[src/include/ipd_cfg.svh]
// Constants of the interrupt priority and vector dispatch block
//
// Overview of operation
// External halt is nonmaskable, code 2, no vector
// Illegal-length or reserved-command write gives 1D/60
// Disown write timeout or unowned target 1D/60
// Write nonexistent location, parity, timeout: 1D/60
// Backup cache ECC or read-for-write error 1D/60
// Main memory and ownership-bit errors give 1A/54
// Read disown timeout, unacknowledged return: 1A/54
// Cache, instruction cache, bus data parity 1A/54
// Backup cache address and ECC errors 1A/54
// Other illegal length or reserved command 1A/54
// I/O read error line, parity, timeout 1A/54
// Performance monitor at 1B handled internally
// Timer vector C0; request line 2 wins
// Reserved mode fault; reserved operand fault/abort
// Memory management violations are faults
// Exceptions fall into six categories
// Take saves context, raises level, vectors
// Priority level never blocks the halt
// Halt saves context, code, sets level 1F
// Take only above current level, highest first
`ifndef IPD_CFG_SVH
`define IPD_CFG_SVH

// ------------------------------------------------------------------
// Source widths
// ------------------------------------------------------------------
`define IPD_N1D 10
`define IPD_N1A 18

// ------------------------------------------------------------------
// Priority levels
// ------------------------------------------------------------------
`define IPD_LVL_HALT 5'h1f
`define IPD_LVL_1D 5'h1d
`define IPD_LVL_PERF 5'h1b
`define IPD_LVL_1A 5'h1a
`define IPD_LVL_IRQ3 5'h17
`define IPD_LVL_IRQ2 5'h16
`define IPD_LVL_TIMER 5'h16
`define IPD_LVL_IRQ1 5'h15
`define IPD_LVL_IRQ0 5'h14
`define IPD_LVL_NET 5'h13
`define IPD_LVL_NONE 5'h00

// ------------------------------------------------------------------
// Vector offsets and halt code
// ------------------------------------------------------------------
`define IPD_VEC_NONE 10'h000
`define IPD_VEC_1D 10'h060
`define IPD_VEC_1A 10'h054
`define IPD_VEC_TIMER 10'h0c0
`define IPD_VEC_NET 10'h104
`define IPD_VEC_SW_BASE 10'h080
`define IPD_HALT_CODE 4'h2
`define IPD_RST_CTX 32'h0000_0000

`endif

[src/include/ipd_pkg.sv]
// Types of the interrupt priority and vector dispatch block
package ipd_pkg;

  typedef enum logic [3:0] {
    SRC_NONE, SRC_1D, SRC_PERF, SRC_1A, SRC_IRQ3, SRC_IRQ2,
    SRC_TIMER, SRC_IRQ1, SRC_IRQ0, SRC_NET, SRC_SW
  } ipd_src_t;

  typedef struct packed {
    logic [4:0] lvl;
    logic [9:0] vec;
    logic internal;
    ipd_src_t src;
  } ipd_offer_t;

  typedef struct packed {
    logic [31:0] pc;
    logic [31:0] psw;
  } ipd_ctx_t;

  typedef enum logic [4:0] {
    EXC_INT_OVF, EXC_INT_DIV0, EXC_SUBRNG, EXC_FLT_OVF, EXC_FLT_DIV0,
    EXC_FLT_UNF, EXC_ACV, EXC_TNV, EXC_MOD_CLR, EXC_RSV_MODE,
    EXC_RSV_OPND, EXC_RSV_INSTR, EXC_EMUL, EXC_XFC, EXC_CHMODE,
    EXC_BPT, EXC_VEC_DIS, EXC_TRACE, EXC_KSNV, EXC_ISNV,
    EXC_CONS_ERR, EXC_MCHK
  } ipd_exc_t;

  typedef enum logic [2:0] {
    CAT_ARITH, CAT_MEMMGT, CAT_OPERAND, CAT_INSTR, CAT_TRACE, CAT_SYSFAIL
  } ipd_cat_t;

  typedef enum logic [1:0] {
    KIND_TRAP, KIND_FAULT, KIND_ABORT, KIND_HALT
  } ipd_kind_t;

  typedef struct packed {
    ipd_cat_t cat;
    ipd_kind_t kind;
  } ipd_class_t;

endpackage
[src/core/ipd_dispatch.sv]
// Interrupt priority arbitration, vector dispatch and exception classes
`timescale 1ns/10ps
`include "ipd_cfg.svh"
module ipd_dispatch import ipd_pkg::*; (
  input wire logic core_clk_i,
  input wire logic arst_n_i,
  input wire logic halt_req_i,
  input wire logic [`IPD_N1D-1:0] err_1d_i,
  input wire logic [`IPD_N1A-1:0] err_1a_i,
  input wire logic perf_mon_i,
  input wire logic [3:0] irq_i,
  input wire logic timer_i,
  input wire logic net_i,
  input wire logic [15:1] sw_req_i,
  input wire logic [4:0] current_priority_level_i,
  input wire logic core_ack_i,
  input ipd_ctx_t ctx_i,
  input wire logic exc_valid_i,
  input ipd_exc_t exc_code_i,
  input wire logic exc_abort_i,
  output logic int_req_o,
  output logic [4:0] int_level_o,
  output logic [9:0] int_vector_o,
  output logic int_internal_o,
  output logic taken_o,
  output logic halt_o,
  output logic [3:0] halt_code_o,
  output logic [4:0] new_level_o,
  output ipd_ctx_t saved_ctx_o,
  output logic exc_valid_o,
  output ipd_class_t exc_class_o
);

  // ------------------------------------------------------------------
  // Sources
  // ------------------------------------------------------------------
  logic halt_pend;
  logic [`IPD_N1D-1:0] pend_1d;
  logic [`IPD_N1A-1:0] pend_1a;
  logic perf_pend;
  logic [3:0] irq_lvl;
  logic timer_pend;
  logic net_pend;
  logic take;
  ipd_offer_t off_r;

  // Halt cell clears on the cycle it is taken, never gated by level
  ipd_src_cell #(.W(1), .STICKY(1'b1)) u_halt (
    .core_clk_i(core_clk_i),
    .arst_n_i(arst_n_i),
    .raw_i(halt_req_i),
    .clr_i(halt_pend),
    .pend_o(halt_pend)
  );

  // One vector per group; the handler reads the event indicators
  ipd_src_cell #(.W(`IPD_N1D), .STICKY(1'b1)) u_err_1d (
    .core_clk_i(core_clk_i),
    .arst_n_i(arst_n_i),
    .raw_i(err_1d_i),
    .clr_i(take && off_r.src == SRC_1D),
    .pend_o(pend_1d)
  );

  ipd_src_cell #(.W(`IPD_N1A), .STICKY(1'b1)) u_err_1a (
    .core_clk_i(core_clk_i),
    .arst_n_i(arst_n_i),
    .raw_i(err_1a_i),
    .clr_i(take && off_r.src == SRC_1A),
    .pend_o(pend_1a)
  );

  ipd_src_cell #(.W(1), .STICKY(1'b1)) u_perf (
    .core_clk_i(core_clk_i),
    .arst_n_i(arst_n_i),
    .raw_i(perf_mon_i),
    .clr_i(take && off_r.src == SRC_PERF),
    .pend_o(perf_pend)
  );

  // Request lines are levels; the requester drops them itself
  ipd_src_cell #(.W(4), .STICKY(1'b0)) u_irq (
    .core_clk_i(core_clk_i),
    .arst_n_i(arst_n_i),
    .raw_i(irq_i),
    .clr_i(1'b0),
    .pend_o(irq_lvl)
  );

  ipd_src_cell #(.W(1), .STICKY(1'b1)) u_timer (
    .core_clk_i(core_clk_i),
    .arst_n_i(arst_n_i),
    .raw_i(timer_i),
    .clr_i(take && off_r.src == SRC_TIMER),
    .pend_o(timer_pend)
  );

  ipd_src_cell #(.W(1), .STICKY(1'b1)) u_net (
    .core_clk_i(core_clk_i),
    .arst_n_i(arst_n_i),
    .raw_i(net_i),
    .clr_i(take && off_r.src == SRC_NET),
    .pend_o(net_pend)
  );

  // ------------------------------------------------------------------
  // Arbitration
  // ------------------------------------------------------------------
  function automatic ipd_offer_t arbitrate(
    input logic p1d, input logic pperf, input logic p1a,
    input logic [3:0] irq, input logic tmr, input logic net,
    input logic [15:1] sw);
    ipd_offer_t o;
    o = '{`IPD_LVL_NONE, `IPD_VEC_NONE, 1'b0, SRC_NONE};
    for (int i = 1; i < 16; i++) begin
      if (sw[i]) begin
        o.lvl = 5'(i);
        o.vec = `IPD_VEC_SW_BASE + {4'h0, 4'(i), 2'b00};
        o.src = SRC_SW;
      end
    end
    if (p1d) begin
      o = '{`IPD_LVL_1D, `IPD_VEC_1D, 1'b0, SRC_1D};
    end else if (pperf) begin
      o = '{`IPD_LVL_PERF, `IPD_VEC_NONE, 1'b1, SRC_PERF};
    end else if (p1a) begin
      o = '{`IPD_LVL_1A, `IPD_VEC_1A, 1'b0, SRC_1A};
    end else if (irq[3]) begin
      o = '{`IPD_LVL_IRQ3, `IPD_VEC_NONE, 1'b0, SRC_IRQ3};
    end else if (irq[2]) begin
      o = '{`IPD_LVL_IRQ2, `IPD_VEC_NONE, 1'b0, SRC_IRQ2};
    end else if (tmr) begin
      o = '{`IPD_LVL_TIMER, `IPD_VEC_TIMER, 1'b0, SRC_TIMER};
    end else if (irq[1]) begin
      o = '{`IPD_LVL_IRQ1, `IPD_VEC_NONE, 1'b0, SRC_IRQ1};
    end else if (irq[0]) begin
      o = '{`IPD_LVL_IRQ0, `IPD_VEC_NONE, 1'b0, SRC_IRQ0};
    end else if (net && o.lvl < `IPD_LVL_NET) begin
      o = '{`IPD_LVL_NET, `IPD_VEC_NET, 1'b0, SRC_NET};
    end
    return o;
  endfunction

  ipd_offer_t best;
  logic best_ok;

  // Group OR: I/O read errors and leftovers share the 1A vector
  assign best = arbitrate(|pend_1d, perf_pend, |pend_1a, irq_lvl,
                          timer_pend, net_pend, sw_req_i);
  assign best_ok = best.src != SRC_NONE &&
                   best.lvl > current_priority_level_i;

  // ------------------------------------------------------------------
  // Offer and take
  // ------------------------------------------------------------------
  typedef enum logic {S_IDLE, S_OFFER} ipd_state_t;
  ipd_state_t state_r;
  ipd_state_t state_nxt;
  ipd_offer_t off_nxt;
  logic taken_r;
  logic halt_r;
  logic [4:0] new_level_r;
  ipd_ctx_t saved_r;

  // A pending halt pre-empts any offer on the same edge
  assign take = state_r == S_OFFER && core_ack_i && !halt_pend;
  // Core raises its level from taken_o/halt_o, so wait one more cycle
  // rather than offer against a level that is about to change
  assign state_nxt = (halt_pend || halt_r || taken_r || take || !best_ok) ?
                     S_IDLE : S_OFFER;
  // Offer follows the best request, so a higher one replaces it
  assign off_nxt = best_ok ? best : off_r;

  always_ff @(posedge core_clk_i or negedge arst_n_i) begin
    if (!arst_n_i) begin
      state_r <= S_IDLE;
      off_r <= '{`IPD_LVL_NONE, `IPD_VEC_NONE, 1'b0, SRC_NONE};
    end else begin
      state_r <= state_nxt;
      off_r <= off_nxt;
    end
  end

  always_ff @(posedge core_clk_i or negedge arst_n_i) begin
    if (!arst_n_i) begin
      taken_r <= 1'b0;
      halt_r <= 1'b0;
      new_level_r <= `IPD_LVL_NONE;
      saved_r <= '{`IPD_RST_CTX, `IPD_RST_CTX};
    end else begin
      taken_r <= take;
      halt_r <= halt_pend;
      if (halt_pend) begin
        new_level_r <= `IPD_LVL_HALT;
        saved_r <= ctx_i;
      end else if (take) begin
        new_level_r <= off_r.lvl;
        saved_r <= ctx_i;
      end
    end
  end

  assign int_req_o = state_r == S_OFFER;
  assign int_level_o = off_r.lvl;
  assign int_vector_o = off_r.vec;
  assign int_internal_o = off_r.internal;
  assign taken_o = taken_r;
  assign halt_o = halt_r;
  assign halt_code_o = `IPD_HALT_CODE;
  assign new_level_o = new_level_r;
  assign saved_ctx_o = saved_r;

  // ------------------------------------------------------------------
  // Exception classes
  // ------------------------------------------------------------------
  function automatic ipd_class_t classify(input ipd_exc_t c,
                                          input logic ab);
    ipd_class_t r;
    r = '{CAT_SYSFAIL, KIND_ABORT};
    case (c)
      EXC_INT_OVF, EXC_INT_DIV0, EXC_SUBRNG: r = '{CAT_ARITH, KIND_TRAP};
      EXC_FLT_OVF, EXC_FLT_DIV0, EXC_FLT_UNF: r = '{CAT_ARITH, KIND_FAULT};
      EXC_ACV, EXC_TNV, EXC_MOD_CLR: r = '{CAT_MEMMGT, KIND_FAULT};
      EXC_RSV_MODE: r = '{CAT_OPERAND, KIND_FAULT};
      EXC_RSV_OPND: r = '{CAT_OPERAND, ab ? KIND_ABORT : KIND_FAULT};
      EXC_CHMODE: r = '{CAT_INSTR, KIND_TRAP};
      EXC_RSV_INSTR, EXC_EMUL, EXC_XFC, EXC_BPT, EXC_VEC_DIS: begin
        r = '{CAT_INSTR, KIND_FAULT};
      end
      EXC_TRACE: r = '{CAT_TRACE, KIND_FAULT};
      EXC_ISNV, EXC_CONS_ERR: r = '{CAT_SYSFAIL, KIND_HALT};
      default: r = '{CAT_SYSFAIL, KIND_ABORT};
    endcase
    return r;
  endfunction

  logic exc_valid_r;
  ipd_class_t exc_class_r;

  always_ff @(posedge core_clk_i or negedge arst_n_i) begin
    if (!arst_n_i) begin
      exc_valid_r <= 1'b0;
      exc_class_r <= '{CAT_ARITH, KIND_TRAP};
    end else begin
      exc_valid_r <= exc_valid_i;
      if (exc_valid_i) begin
        exc_class_r <= classify(exc_code_i, exc_abort_i);
      end
    end
  end

  assign exc_valid_o = exc_valid_r;
  assign exc_class_o = exc_class_r;

  // ------------------------------------------------------------------
  // Checks
  // ------------------------------------------------------------------
  AST_HALT_ENTRY: assert property (@(posedge core_clk_i)
    disable iff (!arst_n_i) halt_o |-> halt_code_o == 4'h2 &&
    new_level_o == 5'h1f && !int_req_o)
    else $error("halt entry wrong");

  AST_HALT_SAVE: assert property (@(posedge core_clk_i)
    disable iff (!arst_n_i) halt_pend |=> halt_o &&
    saved_ctx_o == $past(ctx_i))
    else $error("halt context not saved");

  AST_HALT_UNBLOCKED: assert property (@(posedge core_clk_i)
    disable iff (!arst_n_i) $rose(halt_pend) |-> ##[1:2] halt_o)
    else $error("halt blocked");

  AST_ABOVE_LEVEL: assert property (@(posedge core_clk_i)
    disable iff (!arst_n_i) int_req_o |->
    int_level_o > $past(current_priority_level_i))
    else $error("offer not above current level");

  AST_NO_STALE_OFFER: assert property (@(posedge core_clk_i)
    disable iff (!arst_n_i) taken_o || halt_o |=> !int_req_o)
    else $error("offer made before level update");

  AST_VEC_1D: assert property (@(posedge core_clk_i)
    disable iff (!arst_n_i) $rose(int_req_o) && $past(|pend_1d) |->
    int_level_o == 5'h1d && int_vector_o == 10'h060)
    else $error("1D offer wrong");

  AST_VEC_1A: assert property (@(posedge core_clk_i)
    disable iff (!arst_n_i) int_req_o && int_level_o == 5'h1a |->
    int_vector_o == 10'h054 && !int_internal_o)
    else $error("1A offer wrong");

  AST_PERF_INTERNAL: assert property (@(posedge core_clk_i)
    disable iff (!arst_n_i) int_req_o && int_level_o == 5'h1b |->
    int_internal_o && int_vector_o == 10'h000)
    else $error("monitor offer not internal");

  AST_TIMER_YIELDS: assert property (@(posedge core_clk_i)
    disable iff (!arst_n_i) int_req_o && int_vector_o == 10'h0c0 |->
    !$past(irq_lvl[2]))
    else $error("timer beat request line 2");

  AST_TAKE_LEVEL: assert property (@(posedge core_clk_i)
    disable iff (!arst_n_i) take |=> taken_o && !int_req_o &&
    new_level_o == $past(int_level_o) &&
    saved_ctx_o == $past(ctx_i))
    else $error("take did not raise level");

  AST_MEMMGT_FAULT: assert property (@(posedge core_clk_i)
    disable iff (!arst_n_i) exc_valid_i && exc_code_i == EXC_TNV |=>
    exc_class_o.cat == CAT_MEMMGT &&
    exc_class_o.kind == KIND_FAULT)
    else $error("memory management not fault");

  AST_RSV_OPERAND: assert property (@(posedge core_clk_i)
    disable iff (!arst_n_i) exc_valid_i && exc_code_i == EXC_RSV_OPND
    |=> exc_class_o.kind == ($past(exc_abort_i) ? KIND_ABORT :
    KIND_FAULT))
    else $error("reserved operand kind wrong");

endmodule

[src/core/ipd_src_cell.sv]
// Synchronised request source: level or sticky edge-caught pending
`timescale 1ns/10ps
module ipd_src_cell #(
  parameter int W = 1,
  parameter bit STICKY = 1'b1
) (
  input wire logic core_clk_i,
  input wire logic arst_n_i,
  input wire logic [W-1:0] raw_i,
  input wire logic clr_i,
  output logic [W-1:0] pend_o
);
  logic [W-1:0] s1_r;
  logic [W-1:0] s2_r;
  logic [W-1:0] s3_r;
  logic [W-1:0] pend_r;
  logic [W-1:0] pend_nxt;
  logic [W-1:0] rise;

  assign rise = s2_r & ~s3_r;
  // Set wins over clear so an event in the clearing cycle survives
  assign pend_nxt = STICKY ? ((pend_r & ~{W{clr_i}}) | rise) : s2_r;
  assign pend_o = pend_r;

  always_ff @(posedge core_clk_i or negedge arst_n_i) begin
    if (!arst_n_i) begin
      s1_r <= '0;
      s2_r <= '0;
      s3_r <= '0;
      pend_r <= '0;
    end else begin
      s1_r <= raw_i;
      s2_r <= s1_r;
      s3_r <= s2_r;
      pend_r <= pend_nxt;
    end
  end
endmodule

[config.mk]
export PLATFORM = sky130hd
export DESIGN_NAME = ipd_dispatch
export DESIGN_NICKNAME = d
export VERILOG_FILES = /design/src/include/ipd_pkg.sv /design/src/core/ipd_dispatch.sv /design/src/core/ipd_src_cell.sv
export VERILOG_INCLUDE_DIRS = /design/src /design/src/include
export SDC_FILE = /design/constraint.sdc
export NUM_CORES = 1
export LEC_CHECK = 0
export BUFFER_PORTS_ARGS = -buffer_cell sky130_fd_sc_hd__buf_2
export CAP_MARGIN = 20
export CORE_ASPECT_RATIO = 0.6
export CORE_MARGIN = 2
export CORE_UTILIZATION = 55
export CTS_BUF_LIST = sky130_fd_sc_hd__clkbuf_4 sky130_fd_sc_hd__clkbuf_8
export CTS_CLUSTER_SIZE = 10
export DETAILED_ROUTE_END_ITERATION = 16
export HOLD_SLACK_MARGIN = 0.12
export MAX_ROUTING_LAYER = met4
export PLACE_DENSITY = 0.83
export SETUP_SLACK_MARGIN = 0.05
export SLEW_MARGIN = 25
export SYNTH_ARGS = -nofsm -noshare
export SYNTH_HDL_FRONTEND = slang
export SYNTH_SLANG_ARGS = --single-unit
export TNS_END_PERCENT = 30
[constraint.sdc]
create_clock -name core_clk_i -period 5.7 [get_ports core_clk_i]
set_input_delay 1.14 -clock core_clk_i [delete_from_list [all_inputs] [get_ports core_clk_i]]
set_output_delay 1.14 -clock core_clk_i [all_outputs]
set_load 0.01 [all_outputs]
# Word level (Yosys, flattened, before mapping)
# Index checks and enable logic that the tools add are counted.
# word_totals
reg_bits,238
inputBits,130
wordCells,164
output_inout_bits,98
# classes
n_eq_ne,24
n_reduce_logical,25
order_cmp,2
n_mux,46
n_bitwise,27
# op_table
op,n
two-way mux 15 bit,12
two-way mux 20 bit,9
two-way mux 64 bit,2
two-way mux 4 bit,15
case mux 5 bit (9 select lines),1
"== test 5 x 4 -> 1 bit, second input constant",8
AND 18 bit,2
inverter 18 bit,2
two-way mux 12 bit,2
AND 10 bit,2
"== test 5 x 3 -> 1 bit, second input constant",4
"== test 5 bit, second input constant",4
inverter 10 bit,2
OR 18 bit,1
OR reduction 18 bit,1
two-way mux 11 bit,1
"== test 5 x 2 -> 1 bit, second input constant",2
two-way mux 5 bit,2
OR 10 bit,1
OR reduction 10 bit,1
logical AND 1 bit,9
OR reduction 3 bit,3
"== test 4 x 2 -> 1 bit, second input constant",2
AND 1 bit,7
17 further kinds,29

# Logic depth before layout (Yosys ltp)
# Gate-level depths: netlist (run 1).
# logic_depth
depth_word,31
ltp_mapped,14
mapped_depth_nobuf,13

# By module
# A second synthesis (run 1) with hierarchy kept.
# hier_totals
hier_cells,775
hier_area_um2,8640.8
# by_module_without_submodules
mod,seq_area_each_um2,instances,cells_each,area_each_um2
ipd_dispatch,2377.3,1,536,4571.9
ipd_src_cell at u_err_1a,1801.7,1,128,2138.3
ipd_src_cell at u_err_1d,1001.0,1,71,1149.9
ipd_src_cell at u_halt ...,100.1,4,7,120.1
ipd_src_cell at u_irq,300.3,1,12,300.3

# Worst setup path before layout (run 1)
# OpenSTA, ideal clock, no wires.
# synth_timing
path_type,input -> register
from,in sw_req_i[2] in the netlist's numbering
to,"reg off_r, in the netlist int_vector_o[3]"
arrival_time_ns,3.681
required_time_ns,5.572
path_slack_ns,1.891
n_path_buf,0
setup_time_ns,0.128
cell_stages,12
cell_sequence,nand2b_1 -> a221o_1 -> a211oi_1 -> nor3b_1 -> o221ai_1 -> and2_1 -> ha_1 -> and4_1 -> a21oi_1 -> o31a_1 -> a21boi_4 -> mux2_1
# synth_between
elab_chain_cells,27
elab_cells_between_ends,42
cone_classes,order compare: 2; mux: 37; reduce/logical: 3
# synth_lines
item,line,source
start: declaration,ipd_dispatch.sv:14,"input wire logic [15:1] sw_req_i,"
two-way mux 12 bit (2 in a row),ipd_dispatch.sv:116,if (sw[i]) begin
two-way mux 15 bit (12 in a row),ipd_dispatch.sv:116,
< comparator 5 bit (no source line),--,
logical AND 1 bit (no source line),--,
two-way mux 20 bit (*),ipd_dispatch.sv:138,end else if (net && o.lvl < `IPD_LVL_NET) begin
two-way mux 20 bit (*),ipd_dispatch.sv:136,end else if (irq[0]) begin
two-way mux 20 bit (*),ipd_dispatch.sv:134,end else if (irq[1]) begin
two-way mux 20 bit (*),ipd_dispatch.sv:132,end else if (tmr) begin
two-way mux 20 bit (*),ipd_dispatch.sv:130,end else if (irq[2]) begin
two-way mux 20 bit (*),ipd_dispatch.sv:128,end else if (irq[3]) begin
two-way mux 20 bit (*),ipd_dispatch.sv:126,end else if (p1a) begin
two-way mux 20 bit (*),ipd_dispatch.sv:124,end else if (pperf) begin
two-way mux 20 bit (*),ipd_dispatch.sv:122,if (p1d) begin
> comparator 5 bit or nonzero test 4 bit (tied branches),"ipd_dispatch.sv:151, ipd_dispatch.sv:150",
logical AND 1 bit,ipd_dispatch.sv:150,assign best_ok = best.src != SRC_NONE &&
end signal: assignment,ipd_dispatch.sv:177,"off_r <= '{`IPD_LVL_NONE, `IPD_VEC_NONE, 1'b0, SRC_NONE};"
end signal: assignment,ipd_dispatch.sv:180,off_r <= off_nxt;
end: declaration,ipd_dispatch.sv:45,ipd_offer_t off_r;
# Mark *: on every way between the ends. The rest lies on a longest branch, timed or not.
# A chain may end at the register's enable or synchronous reset.

# Worst setup path in the final report (run 1)
# Ends and elaborated chain as after synthesis.

==> qor.txt, run 1 <==
CP max stage cell: a21boi_4
clock buffer depth: 3
Area Growth Syn to Fin: 22.5%
Post-synth EDFFs: 0
Worst slew margin: 51.3%
clock power share: 37.6%
multi-input logic area: 2110 um^2
Reg clk slew, reported paths: 0.07 ns
Num CTS Buffers: 31
Post-DRT Antenna Nets: 0
1st-iter DRT viols: 449
Routability Congestion: 0.911
worst r2r src: u_err_1d.pend_o[4]
cells on worst reg2reg path: 10
final hold vios: 0
Crit Path Class: primary input to flip-flop
Critical Path RT: 6.12 ns
Sequential cell area: 5880 um^2
PnR Total Power: 3.59 mW
Final Cell Area: 10300 um^2
Mapped Area: 8410 um^2
delay-heaviest family, CP: compound AO/OA/AOI/OAI gates
Pre-Repair DR Iteration Count: 4
post-synthesis register bit count: 235
Post-CTS Setup Inserts: 0
synthesized area per cell: 11.1 um^2
P_leak: 5.37 nW
critical path endpoint: int_vector_o[3]
largest net degree at the start of global routing: 143
worst skew pair latency: 0.55 ns
ys async rst share: 100%
Max Clock Freq: 246 MHz
first-pass GRT wire length: 28.1 mm
sequential power share: 51.9%
net switching power: 879 uW
share of post-route cells with drive strength above 1: 29.1%
WP buf/inv: 1
WL/cell: 14.6 um
post-synth cell types: 54
Mapped Cells: 755
initial core utilization: 57.1%
min cycle time layout: 4.06 ns
Syn. warnings: 0
ANT cells: 0
Max Slew Vio Count: 0
Hold Crit Class: flip-flop to flip-flop
Tcrit/Tclk final: 71.3%
crit path DAT: 4.49 ns
Post-Route WL: 17.4 mm
CP Depth: 13
critical-path cell list: buf_2 -> nand2b_1 -> a221o_1 -> a211oi_1 -> nor3b_1 -> o221ai_1 -> and2_1 -> ha_1 -> and4_1 -> a21oi_1 -> o31a_1 -> a21boi_4 -> mux2_1
row count: 34
Pwr Density: 349 nW/um^2
Hold-fix buffers, CTS: 0
crit path capture type: flip-flop
number of global-route vias before repair: 5766
Slew @ Worst Pin: 0.728 ns
Fillers: 1102
gr ovfl total: 0
number of antenna violations at the first check in global routing: 0
final setup violation count: 0
M3 GR Usage: 4.96%
CP Max Fanout: 27
fin nets: 1107
Int Pwr: 2.71 mW
ys flop type: dfrtp_1
number of I/O pins: 228
CTS tree: done
outcome: finished, final reports clean
Peak VDD IR: 0.203 mV
crit-path max cell delay: 0.66 ns
total negative slack: 0 ns
routing usage on met2: 33.1%
die area: 16300 um^2
Die Width: 164 um
dpl cell area: 9570 um^2
crit path from: sw_req_i[2]
HPWL after DPL: 12.5 mm
clk sinks: 235
logic gate share of total power: 10.5%
post-CTS sizing: 0
busiest grt layer: met2
Core Region: 14700 um^2
Switching Share: 24.5%
Reg2Reg Setup Slack: 1.68 ns
CTS root buf: clkbuf_8
GRT Overall Usage: 22.2%
RSZ-0062 raised after global routing: no
post-DR vias/cell: 5.00
I/O Buffers: 220
DR vias: 5962
Die Y: 99.8 um
Final Skew: 0.0181 ns
reg2reg end: int_vector_o[3]
routing usage on met1: 32.0%
max_cap viols: 0
H-tree depth: 1
sequential element share of the synthesized area: 70.0%
crit path launch type: primary input
drc violations: 0
==> placed cells by master, fill, tap and decap left out, drive strengths merged, types with 2 or more instances in the layout <==
cell	instances
o31ai	2
o22a	5
nor2b	4
nand3b	2
and4	3
nor4	9
a31oi	6
nor2	30
nor3	8
buf	224
o21ai	48
clkinv	3
nand2b	8
conb	7
ha	5
dfrtp	235
inv	51
o2111ai	2
nand3	6
nand4	2
a21o	2
nand2	230
a21boi	2
o31a	2
and2	2
mux2	4
and3	2
a21oi	16
o41ai	2
clkbuf	50
or4	5
==> cell families after synthesis <==
kind of cell    share of synthesized area [%]
simple gates                             16.0
flops                                    70.0
compound gates                           7.17
buf+inv                                  5.37
fa+ha+maj                               0.744
mux                                     0.625
other cells                            0.0893
==> power by group through the flow <==
stage	logic [mW]	clock network [mW]	registers, mW
detailed placement	0.382	0	1.90
global placement	0.370	0	1.89
finish	0.377	1.35	1.87
CTS	0.382	1.39	1.87
floorplan	0.135	0	1.93
global route	0.426	1.47	1.88
==> per-stage QoR <==
stage	hold WS, ns	cells	utilization (%)	setup slack, ns
after floorplan	0.331	760	-	1.89
after global placement	0.332	1136	65.0	1.20
after detailed placement	0.335	1136	65.0	1.15
after CTS	0.346	1191	69.8	1.71
after global routing	0.354	1192	70.0	1.32
final	0.343	1192	70.0	1.64
==> flip-flops by register name (all words and copies together) (netlist names), 5 cells and up <==
| register | flops |
|---|---|
| int_level_o | 5 |
| exc_class_o | 5 |
| u_err_1a.s1_r | 18 |
| u_err_1d.s2_r | 10 |
| saved_ctx_o | 64 |
| u_err_1d.pend_o | 10 |
| u_err_1a.pend_o | 18 |
| new_level_o | 5 |
| u_err_1a.s2_r | 18 |
| int_vector_o | 7 |
| u_err_1d.s1_r | 10 |
| u_err_1d.s3_r | 10 |
| u_err_1a.s3_r | 18 |
==> how the worst min path moves through the flow <==
stage                            from                end  slack (ns)  cells past startpoint
detailed placement  u_err_1a.s1_r[11]  u_err_1a.s2_r[11]        0.33                      0
global route         u_err_1d.s1_r[5]   u_err_1d.s2_r[5]        0.35                      0
finish              u_err_1a.s1_r[17]  u_err_1a.s2_r[17]        0.34                      0
floorplan            u_err_1a.s1_r[0]   u_err_1a.s2_r[0]        0.33                      0
CTS                 u_err_1a.s1_r[17]  u_err_1a.s2_r[17]        0.35                      0
global placement    u_err_1a.s1_r[11]  u_err_1a.s2_r[11]        0.33                      0
==> final cells by class <==
cell class	instances	area share, %
Clock buffer	50	6.32
Clock inverter	5	0.547
Inverter	50	1.82
Multi-Input combinational cell	430	20.4
Sequential cell	235	57.1
Tap cell	198	2.40
Timing Repair Buffer	224	11.4
==> synth_stat cells (5+ instances only) <==
cell	number	share of area, %
dfrtp_1	235	70
nand2_1	230	10
inv_1	50	2.2
o21ai_0	43	2.6
nor2_1	30	1.3
clkbuf_1	22	0.98
buf_4	19	1.7
a21oi_1	16	0.95
nand2b_1	8	0.60
nor3_1	8	0.48
nor4_1	8	0.60
a31oi_1	6	0.45
nand3_1	6	0.36
ha_1	5	0.74
o21ai_1	5	0.30
o22a_1	5	0.52
==> layer usage <==
metal	wire length, um	vias to the layer above	share of wire (%)
met1	8080	2865	46
met4	223	0	1.3
met2	7790	230	45
met5	0	-	0
li1	-	2842	-
met3	1350	25	7.7
No activity file was read; power rests on OpenSTA's default activity.
==> run 2: changes to the inputs <==
Settings changed: CORE_UTILIZATION 55 to 54, PLACE_DENSITY 0.83 to 0.82.
Clock period 5.7 ns to 3.85 ns, I/O delays scaled along.
==> run 2 against run 1 <==
  * Clock power increased by 40%
  * Largest power group unchanged
  * Register-to-register slack worse by 1.3 ns
  * Critical endpoint is now off_r[0]
  * Critical path type is now flip-flop to flip-flop
  * Worst hold slack lost 0.013 ns
  * Routed wire length down 2.0%
==> qor.txt, run 2 (synthesis results as in run 1) <==
most frequent cells in the layout: dfrtp_1 (235), nand2_1 (230), buf_2 (219)
CTS root buf: clkbuf_8
pre-CTS setup slack: -0.0179 ns
Hold Crit Class: primary input to async pin
number of I/O pins: 228
total negative slack: 0 ns
share of post-route cells with drive strength above 1: 29.8%
CP Max Fanout: 13
P_leak: 5.39 nW
routing usage on met2: 32.0%
busiest grt layer: met2
Area Growth Syn to Fin: 23.0%
routing usage on met1: 29.9%
most common cell after layout, fill and taps aside: dfrtp_1
Reg clk slew, reported paths: 0.06 ns
initial core utilization: 55.0%
Post-CTS Setup Inserts: 0
Pre-Repair DR Iteration Count: 5
WL/cell: 14.2 um
H-tree depth: 2
fin nets: 1119
Die Y: 101 um
final hold vios: 0
Peak VDD IR: 0.381 mV
number of antenna violations at the first check in global routing: 0
Post-DRT Antenna Nets: 0
ANT cells: 0
worst skew pair latency: 0.50 ns
Final WS setup: 0.338 ns
GRT Overall Usage: 21.3%
DR vias: 5916
Routability Congestion: 0.924
Pwr Density: 505 nW/um^2
outcome: finished, final reports clean
Final Non-Filler Cells: 1207
row count: 35
max_cap viols: 0
final setup violation count: 0
number of global-route vias before repair: 5481
Crit Path Class: flip-flop to flip-flop
Slew @ Worst Pin: 0.776 ns
worst r2r src: u_err_1a.pend_o[0]
clk sinks: 235
M3 GR Usage: 4.85%
RSZ-0062 raised after global routing: no
CTS tree: done
Num CTS Buffers: 34
Hold-fix buffers, CTS: 0
Fillers: 1182
Max Clock Freq: 285 MHz
Critical Path RT: 4.23 ns
reg2reg end: off_r[0]
I/O Buffers: 220
post-CTS sizing: 0
Max Slew Vio Count: 0
crit path launch type: flip-flop
Die Width: 165 um
post-DR vias/cell: 4.90
Post-Route WL: 17.1 mm
die area: 16600 um^2
crit path DAT: 3.89 ns
Reg2Reg Setup Slack: 0.34 ns
cells on worst reg2reg path: 13
first-pass GRT wire length: 26.9 mm
gr ovfl total: 0
Post-Place Cells: 1151
1st-iter DRT viols: 523
Tcrit/Tclk final: 91.2%
min cycle time layout: 3.51 ns
largest net degree at the start of global routing: 105
drc violations: 0
clock buffer depth: 3
HPWL after DPL: 12.5 mm
Worst slew margin: 48.1%
crit path capture type: flip-flop
Final Skew: 0.0247 ns
Core Region: 15300 um^2
max reg flops: 64
[run 2: metal layers]
layer  wire length, um  vias up
li1                  -     2867
met1              7770     2803
met4               250        0
met3              1260       32
met5                 0        -
met2              7820      214
[run 2: how the worst max path moves through the flow]
stage | slack [ns] | start | end | cells after the start
floorplan | 0.41 | sw_req_i[2] | int_vector_o[3] | 12
global placement | 0.12 | sw_req_i[2] | off_r[0] | 15
detailed placement | -0.02 | sw_req_i[2] | off_r[0] | 15
CTS | 0.39 | u_err_1a.pend_o[0] | off_r[0] | 13
global route | 0.15 | u_err_1a.pend_o[0] | int_level_o[2] | 13
finish | 0.34 | u_err_1a.pend_o[0] | off_r[0] | 13
[run 2: through the flow]
step                      power (mW)  instance area (um^2)  utilization [%]  hold WS, ns
after floorplan                 3.05                  8430                -        0.331
after global placement          3.35                  9670             63.3        0.331
after detailed placement        3.38                  9670             63.3        0.335
after CTS                       5.30                 10300             67.6        0.334
after global routing            5.50                 10300             67.6        0.345
final                           5.22                 10300             67.6        0.330
[run 2: final cells by class]
type	count	area, um^2	share of cell area, %
sequential	235	5880	56.9
multi-input combinational	430	2110	20.4
timing repair buffer	233	1250	12.1
clock buffer	49	618	5.98
tap	203	254	2.46
inverter	50	188	1.82
clock inverter	7	43.8	0.424
[run 2: power breakdown]
part | switching [mW] | internal (mW)
Clock | 0.861 | 1.03
Combinational | 0.341 | 0.221
Sequential | 0.0937 | 2.67
Total | 1.30 | 3.92
[run 2: critical path: stages (launching register included)]
cell	delay (ns)
dfrtp_1	0.38
or4_4	0.55
nor4_4	0.28
and2_1	0.24
o221ai_1	0.17
and2_1	0.21
ha_1	0.28
and4_1	0.18
a21oi_1	0.16
o31a_1	0.18
a21boi_4	0.37
buf_12	0.18
o2111ai_1	0.10
o21a_1	0.12
